==> src/logic/dpt_defs.svh <==
// How it works
// - writing one to a timeout-clear bit clears that flag; the bit self-clears
// - two mask bits gate the timer interrupts; one masks; reset value both set
// - clock select 000..011 picks prescaled clock /2,/4,/8,/16; 1xx external
// - eight-bit dead-zone length sets the gap between complementary outputs
// - repeat bit zero gives one-shot, one gives auto-reload interval mode
// - inverter bit set inverts the channel output, clear passes it through
// - writing one to manual-load loads counter from reload value; zero nothing
// - run bit set lets the timer count; clear holds it stopped
// - dead-zone enable bit switches dead-zone insertion on or off
// - live count of each timer is readable in a read-only register
// - raw flag register: bit 1 timer 1 timeout, bit 0 timer 0 timeout
`ifndef DPT_DEFS_SVH
`define DPT_DEFS_SVH
`define DPT_A_CFG 6'h00
`define DPT_A_CTL 6'h04
`define DPT_A_CMP0 6'h08
`define DPT_A_RLD0 6'h0c
`define DPT_A_CNT0 6'h10
`define DPT_A_CMP1 6'h14
`define DPT_A_RLD1 6'h18
`define DPT_A_CNT1 6'h1c
`define DPT_A_RAW 6'h20
`define DPT_CFG_RST 26'hc00000
`define DPT_CFG_CLR1 25
`define DPT_CFG_CLR0 24
`define DPT_CFG_MSK_HI 23
`define DPT_CFG_MSK_LO 22
`define DPT_CFG_SEL1_HI 21
`define DPT_CFG_SEL1_LO 19
`define DPT_CFG_SEL0_HI 18
`define DPT_CFG_SEL0_LO 16
`define DPT_CFG_DZ_HI 15
`define DPT_CFG_DZ_LO 8
`define DPT_CFG_PS_HI 7
`define DPT_CFG_PS_LO 0
`define DPT_CTL_RST 9'h0
`define DPT_CTL_RPT1 8
`define DPT_CTL_INV1 7
`define DPT_CTL_LD1 6
`define DPT_CTL_RUN1 5
`define DPT_CTL_DZEN 4
`define DPT_CTL_RPT0 3
`define DPT_CTL_INV0 2
`define DPT_CTL_LD0 1
`define DPT_CTL_RUN0 0
`define DPT_SEL_EXT 2
`endif

==> src/logic/dpt_pkg.sv <==
package dpt_pkg;
  typedef struct packed {
    logic [5:0] addr;
    logic [31:0] wdata;
    logic wr;
    logic rd;
  } dpt_bus_t;
  typedef struct packed {
    logic [15:0] match;
    logic [15:0] reload;
    logic [2:0] sel;
    logic rpt;
    logic inv;
    logic load;
    logic run;
    logic clr;
  } dpt_chan_cfg_t;
endpackage

==> src/logic/dpt_top.sv <==
`timescale 1ns/1ns
`include "dpt_defs.svh"
module dpt_top
  import dpt_pkg::*;
(
  // clock and reset
  input wire logic clk_i,
  input wire logic rst_n_i,
  // register port
  input wire logic [5:0] addr_i,
  input wire logic [31:0] wdata_i,
  input wire logic wr_i,
  input wire logic rd_i,
  output logic [31:0] rdata_o,
  // pins
  input wire logic external_timer_clock_in_i,
  output logic pwm0_o,
  output logic pwm1_o,
  output logic irq0_o,
  output logic irq1_o
);
  dpt_bus_t bus;
  logic [25:0] cfg_r, cfg_nxt;
  logic [8:0] ctl_r, ctl_nxt;
  logic [15:0] cmp0_r, cmp0_nxt, cmp1_r, cmp1_nxt;
  logic [15:0] rld0_r, rld0_nxt, rld1_r, rld1_nxt;
  logic [31:0] rdata_r, rdata_nxt;
  logic [7:0] ps_cnt_r, ps_cnt_nxt;
  logic [3:0] div_r, div_nxt;
  logic [3:0] tick_r, tick_nxt;
  logic [2:0] ext_sync_r, ext_sync_nxt;
  logic ext_tick_r, ext_tick_nxt;
  logic [7:0] dz_cnt_r, dz_cnt_nxt;
  logic pwm0_r, pwm0_nxt, pwm1_r, pwm1_nxt;
  logic irq0_r, irq0_nxt, irq1_r, irq1_nxt;
  logic w0_prev_r, w0_prev_nxt;
  dpt_chan_cfg_t c0, c1;
  logic [15:0] cnt0, cnt1;
  logic wave0, wave1, exp0, exp1;

  function automatic logic hit(input logic [5:0] a);
    hit = bus.wr && (bus.addr == a);
  endfunction

  assign bus = '{addr: addr_i, wdata: wdata_i, wr: wr_i, rd: rd_i};

  // register writes
  always_comb begin
    cfg_nxt = cfg_r;
    ctl_nxt = ctl_r;
    cmp0_nxt = cmp0_r;
    cmp1_nxt = cmp1_r;
    rld0_nxt = rld0_r;
    rld1_nxt = rld1_r;
    cfg_nxt[`DPT_CFG_CLR1] = 1'b0;
    cfg_nxt[`DPT_CFG_CLR0] = 1'b0;
    ctl_nxt[`DPT_CTL_LD1] = 1'b0;
    ctl_nxt[`DPT_CTL_LD0] = 1'b0;
    if (hit(`DPT_A_CFG)) begin
      cfg_nxt = bus.wdata[25:0];
    end
    if (hit(`DPT_A_CTL)) begin
      ctl_nxt = bus.wdata[8:0];
    end
    if (hit(`DPT_A_CMP0)) begin
      cmp0_nxt = bus.wdata[15:0];
    end
    if (hit(`DPT_A_RLD0)) begin
      rld0_nxt = bus.wdata[15:0];
    end
    if (hit(`DPT_A_CMP1)) begin
      cmp1_nxt = bus.wdata[15:0];
    end
    if (hit(`DPT_A_RLD1)) begin
      rld1_nxt = bus.wdata[15:0];
    end
  end

  // read data, one cycle later
  always_comb begin
    rdata_nxt = 32'h0000_0000;
    if (bus.rd) begin
      unique case (bus.addr)
        `DPT_A_CFG: rdata_nxt = {6'h00, cfg_r};
        `DPT_A_CTL: rdata_nxt = {23'h0, ctl_r};
        `DPT_A_CMP0: rdata_nxt = {16'h0000, cmp0_r};
        `DPT_A_RLD0: rdata_nxt = {16'h0000, rld0_r};
        `DPT_A_CNT0: rdata_nxt = {16'h0000, cnt0};
        `DPT_A_CMP1: rdata_nxt = {16'h0000, cmp1_r};
        `DPT_A_RLD1: rdata_nxt = {16'h0000, rld1_r};
        `DPT_A_CNT1: rdata_nxt = {16'h0000, cnt1};
        `DPT_A_RAW: rdata_nxt = {30'h0, exp1, exp0};
        default: rdata_nxt = 32'h0000_0000;
      endcase
    end
  end

  // prescaler and divider ticks
  always_comb begin
    ps_cnt_nxt = ps_cnt_r + 8'h01;
    div_nxt = div_r;
    tick_nxt = 4'h0;
    if (ps_cnt_r >= cfg_r[`DPT_CFG_PS_HI:`DPT_CFG_PS_LO]) begin
      ps_cnt_nxt = 8'h00;
      div_nxt = div_r + 4'h1;
      tick_nxt[0] = div_r[0];
      tick_nxt[1] = &div_r[1:0];
      tick_nxt[2] = &div_r[2:0];
      tick_nxt[3] = &div_r[3:0];
    end
    ext_sync_nxt = {ext_sync_r[1:0], external_timer_clock_in_i};
    ext_tick_nxt = ext_sync_r[1] && !ext_sync_r[2];
  end

  always_comb begin
    c0 = '{match: cmp0_r, reload: rld0_r,
      sel: cfg_r[`DPT_CFG_SEL0_HI:`DPT_CFG_SEL0_LO],
      rpt: ctl_r[`DPT_CTL_RPT0], inv: ctl_r[`DPT_CTL_INV0],
      load: ctl_r[`DPT_CTL_LD0], run: ctl_r[`DPT_CTL_RUN0],
      clr: cfg_r[`DPT_CFG_CLR0]};
    c1 = '{match: cmp1_r, reload: rld1_r,
      sel: cfg_r[`DPT_CFG_SEL1_HI:`DPT_CFG_SEL1_LO],
      rpt: ctl_r[`DPT_CTL_RPT1], inv: ctl_r[`DPT_CTL_INV1],
      load: ctl_r[`DPT_CTL_LD1], run: ctl_r[`DPT_CTL_RUN1],
      clr: cfg_r[`DPT_CFG_CLR1]};
  end

  dpt_chan u_chan0 (
    .clk_i(clk_i),
    .rst_n_i(rst_n_i),
    .cfg_i(c0),
    .tick_i(tick_r),
    .ext_tick_i(ext_tick_r),
    .count_o(cnt0),
    .wave_o(wave0),
    .expiry_o(exp0)
  );

  dpt_chan u_chan1 (
    .clk_i(clk_i),
    .rst_n_i(rst_n_i),
    .cfg_i(c1),
    .tick_i(tick_r),
    .ext_tick_i(ext_tick_r),
    .count_o(cnt1),
    .wave_o(wave1),
    .expiry_o(exp1)
  );

  // outputs, dead zone and interrupts
  always_comb begin
    w0_prev_nxt = wave0;
    dz_cnt_nxt = dz_cnt_r;
    pwm0_nxt = wave0;
    pwm1_nxt = wave1;
    if (ctl_r[`DPT_CTL_DZEN]) begin
      if (wave0 != w0_prev_r) begin
        dz_cnt_nxt = cfg_r[`DPT_CFG_DZ_HI:`DPT_CFG_DZ_LO];
      end else if (dz_cnt_r != 8'h00) begin
        dz_cnt_nxt = dz_cnt_r - 8'h01;
      end
      if (wave0 != w0_prev_r || dz_cnt_r != 8'h00) begin
        pwm0_nxt = 1'b0;
        pwm1_nxt = 1'b0;
      end else begin
        pwm1_nxt = !wave0;
      end
    end else begin
      dz_cnt_nxt = 8'h00;
    end
    irq0_nxt = exp0 && !cfg_r[`DPT_CFG_MSK_LO];
    irq1_nxt = exp1 && !cfg_r[`DPT_CFG_MSK_HI];
  end

  // register file
  always_ff @(posedge clk_i) begin
    if (!rst_n_i) begin
      cfg_r <= `DPT_CFG_RST;
      ctl_r <= `DPT_CTL_RST;
      cmp0_r <= 16'h0000;
      cmp1_r <= 16'h0000;
      rld0_r <= 16'h0000;
      rld1_r <= 16'h0000;
    end else begin
      cfg_r <= cfg_nxt;
      ctl_r <= ctl_nxt;
      cmp0_r <= cmp0_nxt;
      cmp1_r <= cmp1_nxt;
      rld0_r <= rld0_nxt;
      rld1_r <= rld1_nxt;
    end
  end

  // read data
  always_ff @(posedge clk_i) begin
    if (!rst_n_i) begin
      rdata_r <= 32'h0000_0000;
    end else begin
      rdata_r <= rdata_nxt;
    end
  end

  // prescaler, dividers and external clock sync
  always_ff @(posedge clk_i) begin
    if (!rst_n_i) begin
      ps_cnt_r <= 8'h00;
      div_r <= 4'h0;
      tick_r <= 4'h0;
      ext_sync_r <= 3'h0;
      ext_tick_r <= 1'b0;
    end else begin
      ps_cnt_r <= ps_cnt_nxt;
      div_r <= div_nxt;
      tick_r <= tick_nxt;
      ext_sync_r <= ext_sync_nxt;
      ext_tick_r <= ext_tick_nxt;
    end
  end

  // outputs, dead zone and interrupts
  always_ff @(posedge clk_i) begin
    if (!rst_n_i) begin
      dz_cnt_r <= 8'h00;
      pwm0_r <= 1'b0;
      pwm1_r <= 1'b0;
      irq0_r <= 1'b0;
      irq1_r <= 1'b0;
      w0_prev_r <= 1'b0;
    end else begin
      dz_cnt_r <= dz_cnt_nxt;
      pwm0_r <= pwm0_nxt;
      pwm1_r <= pwm1_nxt;
      irq0_r <= irq0_nxt;
      irq1_r <= irq1_nxt;
      w0_prev_r <= w0_prev_nxt;
    end
  end

  assign rdata_o = rdata_r;
  assign pwm0_o = pwm0_r;
  assign pwm1_o = pwm1_r;
  assign irq0_o = irq0_r;
  assign irq1_o = irq1_r;
endmodule

==> src/logic/dpt_chan.sv <==
`timescale 1ns/1ns
`include "dpt_defs.svh"
module dpt_chan
  import dpt_pkg::*;
(
  // clock and reset
  input wire logic clk_i,
  input wire logic rst_n_i,
  // control
  input wire dpt_chan_cfg_t cfg_i,
  input wire logic [3:0] tick_i,
  input wire logic ext_tick_i,
  // state
  output logic [15:0] count_o,
  output logic wave_o,
  output logic expiry_o
);
  logic [15:0] cnt_r, cnt_nxt;
  logic wave_r, wave_nxt;
  logic exp_r, exp_nxt;
  logic done_r, done_nxt;
  logic tick;

  always_comb begin
    if (cfg_i.sel[`DPT_SEL_EXT]) begin
      tick = ext_tick_i;
    end else begin
      tick = tick_i[cfg_i.sel[1:0]];
    end
    cnt_nxt = cnt_r;
    wave_nxt = wave_r;
    exp_nxt = exp_r;
    done_nxt = done_r;
    if (!cfg_i.run) begin
      done_nxt = 1'b0;
    end
    if (cfg_i.load) begin
      cnt_nxt = cfg_i.reload;
      done_nxt = 1'b0;
    end else if (cfg_i.run && !done_r && tick) begin
      if (cnt_r == 16'h0000) begin
        exp_nxt = 1'b1;
        if (cfg_i.rpt) begin
          cnt_nxt = cfg_i.reload;
        end else begin
          done_nxt = 1'b1;
        end
      end else begin
        cnt_nxt = cnt_r - 16'h0001;
        if (cnt_nxt == cfg_i.match) begin
          wave_nxt = !wave_r;
        end
      end
    end
    if (cfg_i.clr && !(exp_nxt && !exp_r)) begin
      exp_nxt = 1'b0;
    end
  end

  always_ff @(posedge clk_i) begin
    if (!rst_n_i) begin
      cnt_r <= 16'h0000;
      wave_r <= 1'b0;
      exp_r <= 1'b0;
      done_r <= 1'b0;
    end else begin
      cnt_r <= cnt_nxt;
      wave_r <= wave_nxt;
      exp_r <= exp_nxt;
      done_r <= done_nxt;
    end
  end

  assign count_o = cnt_r;
  assign wave_o = wave_r ^ cfg_i.inv;
  assign expiry_o = exp_r;
endmodule

==> config.mk <==
export PLATFORM = sky130hd
export DESIGN_NAME = dpt_top
export DESIGN_NICKNAME = d
export VERILOG_FILES = /design/src/logic/dpt_pkg.sv /design/src/logic/dpt_top.sv /design/src/logic/dpt_chan.sv
export VERILOG_INCLUDE_DIRS = /design/src /design/src/logic
export SDC_FILE = /design/constraint.sdc
export NUM_CORES = 1
export LEC_CHECK = 0
export BUFFER_PORTS_ARGS = -buffer_cell sky130_fd_sc_hd__buf_2
export CORE_MARGIN = 1.5
export CORE_UTILIZATION = 60
export CTS_CLUSTER_SIZE = 30
export DETAILED_ROUTE_END_ITERATION = 10
export GPL_TIMING_DRIVEN = 0
export PLACE_DENSITY = 0.88
export SYNTH_ARGS = -nofsm -noshare
export SYNTH_HDL_FRONTEND = slang
export SYNTH_SLANG_ARGS = --single-unit
==> constraint.sdc <==
create_clock -name clk_i -period 4.07 [get_ports clk_i]
set_input_delay 0.407 -clock clk_i [delete_from_list [all_inputs] [get_ports clk_i]]
set_output_delay 0.407 -clock clk_i [all_outputs]
set_load 0.005 [all_outputs]
==> results.md <==
Die:
- For this configuration, the core starts out at a cell density of 62.3%.
- The cell row count is 45.
- The core region is 15400 um2.
- The die height is 129 um.
- The number of placed I/O pins is 79.
- The width of the chip is 129 um.
- The total die area is 16700 um2.

Critical path:
- In this run the worst path has a maximum fanout of 8.
- STA puts the critical path data arrival time at 4.01 ns.
- On the worst path, the slowest cell contributes a delay of 0.61 ns.
- The signal on the critical path passes through inv_1 > ha_1 > nor3b_1 > nand2_1 > or3_2 > xnor2_1 > or4_4 > or4_1 > a21oi_1.
- The capturing element type of the critical path is a flip-flop.
- The type of element launching the critical path is a flip-flop.
- The kind of critical path is reg -> reg.
- On the critical path, the stage with the largest delay is an instance of nor3b_1.
- The family with the most delay on the worst path is simple AND/OR/NAND/NOR gates.
- The cell depth of the worst setup path is 9.
- The count of buffer and inverter cells on the critical path is 1.
- For the worst setup path, the data required time is 4.44 ns.
- The worst-case reg-to-reg path depth is 9.

Logic synthesis:
- The post-synthesis share of cell area spent on and, or, nand and nor gates is 24.7%.
- Summing every instance area after synthesis gives 9570 um2.
- Summing the areas of all fa, ha and maj instances in the mapped netlist gives 2.09% of the synthesized area.
- The distinct cell type count after synthesis is 75.
- In the post-synthesis netlist, the cell with the most instances is nand2_1.
- The xor and xnor area share after synthesis is 5.49%.
- Each instance of the synthesized netlist takes up on average 7.93 um2.
- Of the post-synthesis cell area, the dominant cell type holds 41.0%.
- After synthesis, the cell types taking the most area are dfxtp_1 41%, nand2_1 8.6%, a21oi_1 7.8%.
- The register area share after synthesis is 41.0%.
- Yosys mapped a number of flops with a built-in enable equal to 0.
- The count of warnings emitted by yosys is 0.
- The share of flip-flops with an asynchronous set or reset is 0%.
- The dominant register cell in the synthesized netlist is dfxtp_1.
- The number of instances in the synthesized netlist is 1207.
- The flop and latch count out of synthesis is 196.
- Counting instances in the post-synthesis netlist gives the leading cell types as 220 x nand2_1, 196 x dfxtp_1, 149 x a21oi_1.
- The multiplexer area fraction after synthesis is 1.65%.
- The dominant combinational cell family by area after synthesis is simple AND/OR/NAND/NOR gates.
- Of all cell types, the one taking the most synthesized area is dfxtp_1.
- The complex-gate fraction of the synthesized area is 20.0%.

Power:
- For this design the ratio of total power to cell area is 343 nW/um2.
- Net switching is 24.2% of the power.
- For this design the static power due to leakage is 0.00389 uW.
- The internal portion of the total power is 2790 uW.
- Across the VDD grid, the largest voltage drop is 0.314 mV.
- The switching power is 891 uW.
- The combinational fraction of design power is 4.1%.
- The proportion of power drawn by the clock network is 43.3%.
- Sequential cells account for 52.6% of the total power.

Timing:
- The hold violation count in the final report came to 0.
- Headroom to the max-slew limit came out at 17.1%.
- The worst setup skew after layout is 0.00603 ns.
- The final max-slew violation count is 0.
- Setup repair after global routing left no endpoint under its margin.
- For the final routed database, the setup TNS stands at 0 ns.
- Setup violations remaining at the end of the flow were counted as 0.
- The tightest hold path in the finished design has a slack of 0.162 ns.
- The maximum clock rate is 275 MHz.
- After layout, the worst path uses 89.5% of the clock period.
- The pin slew with the least headroom to its limit is 1.23 ns.
- The minimum clock period after layout is 3.64 ns.

Detailed routing:
- The count of antenna-violating nets left after detailed routing is 0.
- The sum of routed wire length over all layers is 31200 um.
- The detailed-router iteration count before antenna repair is 9.
- In the routed layout, each cell is associated on average with a via count of 6.46.
- Across all layers, the routed design uses 9815 vias.
- The number of design rule violations left after detail routing is 0.
- After the first detailed-routing iteration, the DRC count stood at 1647.
- The wire length per cell after detailed routing is 20.5 um.

Placed design:
- The routability congestion estimate is 1.08.
- During placement, the flow inserted port buffers numbering 65.
- The cell total after placement is 1488.
- Detailed placement ended at an HPWL of 22800 um.

CTS:
- The worst-skew pair later-pin latency is 0.44 ns.
- The number of gates resized after CTS is 0.
- In this run, post-CTS hold repair placed 0 buffers.
- TritonCTS built the clock tree.
- The number of buffers inserted to repair setup after CTS is 0.
- The root buffer cell is clkbuf_16.
- Buffers inserted during clock tree synthesis total 17.
- The number of H-tree levels is 4.
- The clock-pin slew of the registers on the worst-case setup and hold paths is 0.07 ns.
- The longest clock path from root to sink contains 2 buffers.
- The clock net in this run drives a total of 196 sinks.

Min path:
- The worst min-delay path category is in -> reg.
- The cell depth of the worst min-delay path is 2.

Run:
- Max-cap violations in this run came to 0.

Final layout:
- The total inserted antenna cells is 0.
- The final layout contains 1355 nets.
- The fraction of layout cells with a size suffix above 1 is 9.93%.
- From synthesis to final layout, the design area changed by 12.1%.
- Excluding fillers, the count of instances in the completed layout stands at 1520.

Global route:
- After global routing the overflow that remains totals 0.
- The maximum number of pins on one net before global-route repair is 18.
- The first-pass GRT wire length is 47500 um.
- For this run, the total global-route usage over all layers was measured as 37.5%.
- The number of global-route vias before repair was 8824.
- The initial antenna violation count came to 0.

Run status:
- The run finished with clean final reports.
routing by layer:
layer / vias to the layer above / routed length [um] / track usage (%)
met2: 747 / 13600 / 56.7
met4: 0 / 1840 / 20.8
li1: 4429 / - / -
met3: 158 / 4250 / 9.54
met5: - / 0 / 0
met1: 4481 / 11500 / 49.0
registers in the layout, indices dropped and copies added, names as in the netlist, 8 cells and up:
signal	flops
cfg_r	26
cmp0_r	16
cmp1_r	16
ctl_r	9
dz_cnt_r	8
ps_cnt_r	8
rdata_o	26
rld0_r	16
rld1_r	16
u_chan0.count_o	16
u_chan1.count_o	16
worst register-to-register path: stages (launching register included):
cell,delay [ns]
dfxtp_1,0.41
inv_1,0.16
ha_1,0.30
nor3b_1,0.61
nand2_1,0.34
or3_2,0.53
xnor2_1,0.18
or4_4,0.42
or4_1,0.47
a21oi_1,0.15
area by class of cell:
type                    count  area [um2]
plain buffers              87         398
clock buffers              19         453
clock inverters            13         100
fillers                  1223        4640
inverters                  22        82.6
multi-input cells         907        5180
flip-flops and latches    196        3920
well taps                 211         264
repair buffers             65         325
power groups by stage:
| stage | sequential [uW] | combinational, uW | clock, uW |
|---|---|---|---|
| finish | 1940 | 152 | 1590 |
| global route | 1940 | 156 | 1660 |
| CTS | 1940 | 143 | 1580 |
| detailed placement | 1980 | 141 | 0 |
| global placement | 1980 | 139 | 0 |
| floorplan | 1980 | 71.0 | 0 |
per-stage QoR:
stage / util [%] / area (um2) / worst slack [ns] / power (uW)
6_report: 69.8 / 10700 / 0.427 / 3680
4_1_cts: 69.8 / 10700 / 0.517 / 3660
3_5_place_dp: 66.2 / 10200 / 0.560 / 2120
2_1_floorplan: - / 9590 / 1.11 / 2050
3_3_place_gp: 66.2 / 10200 / 0.568 / 2120
5_1_grt: 69.8 / 10700 / 0.224 / 3760
layout by cell type, fill, tap and decap left out, drive strengths merged, types with 19 or more instances in the layout:
| cell type | count |
|---|---|
| dfxtp | 196 |
| nor2 | 82 |
| nand3 | 62 |
| o21ai | 35 |
| a21oi | 149 |
| xnor2 | 37 |
| a31oi | 19 |
| inv | 26 |
| and2 | 24 |
| xor2 | 23 |
| buf | 82 |
| nor3 | 24 |
| nand2 | 220 |
| clkbuf | 88 |
| a22oi | 38 |
kinds of logic after synthesis:
| family | count (synthesis) |
|---|---|
| flip-flops | 196 |
| other | 1 |
| AO/OA/AOI/OAI | 311 |
| buffers and inverters | 109 |
| AND/OR/NAND/NOR | 501 |
| adder cells (fa/ha/maj) | 16 |
| multiplexers | 13 |
| XOR/XNOR | 60 |
path summary, 6_finish.rpt:
path,startpoint,endpoint,slack (ns)
min reg2reg,ext_sync_r[2],ext_tick_r,0.39
max,u_chan1.count_o[0],u_chan1.wave_r,0.43
min,external_timer_clock_in_i,ext_sync_r[0],0.16
max reg2reg,u_chan1.count_o[0],u_chan1.wave_r,0.43
No activity file was read; power rests on OpenSTA's default activity.
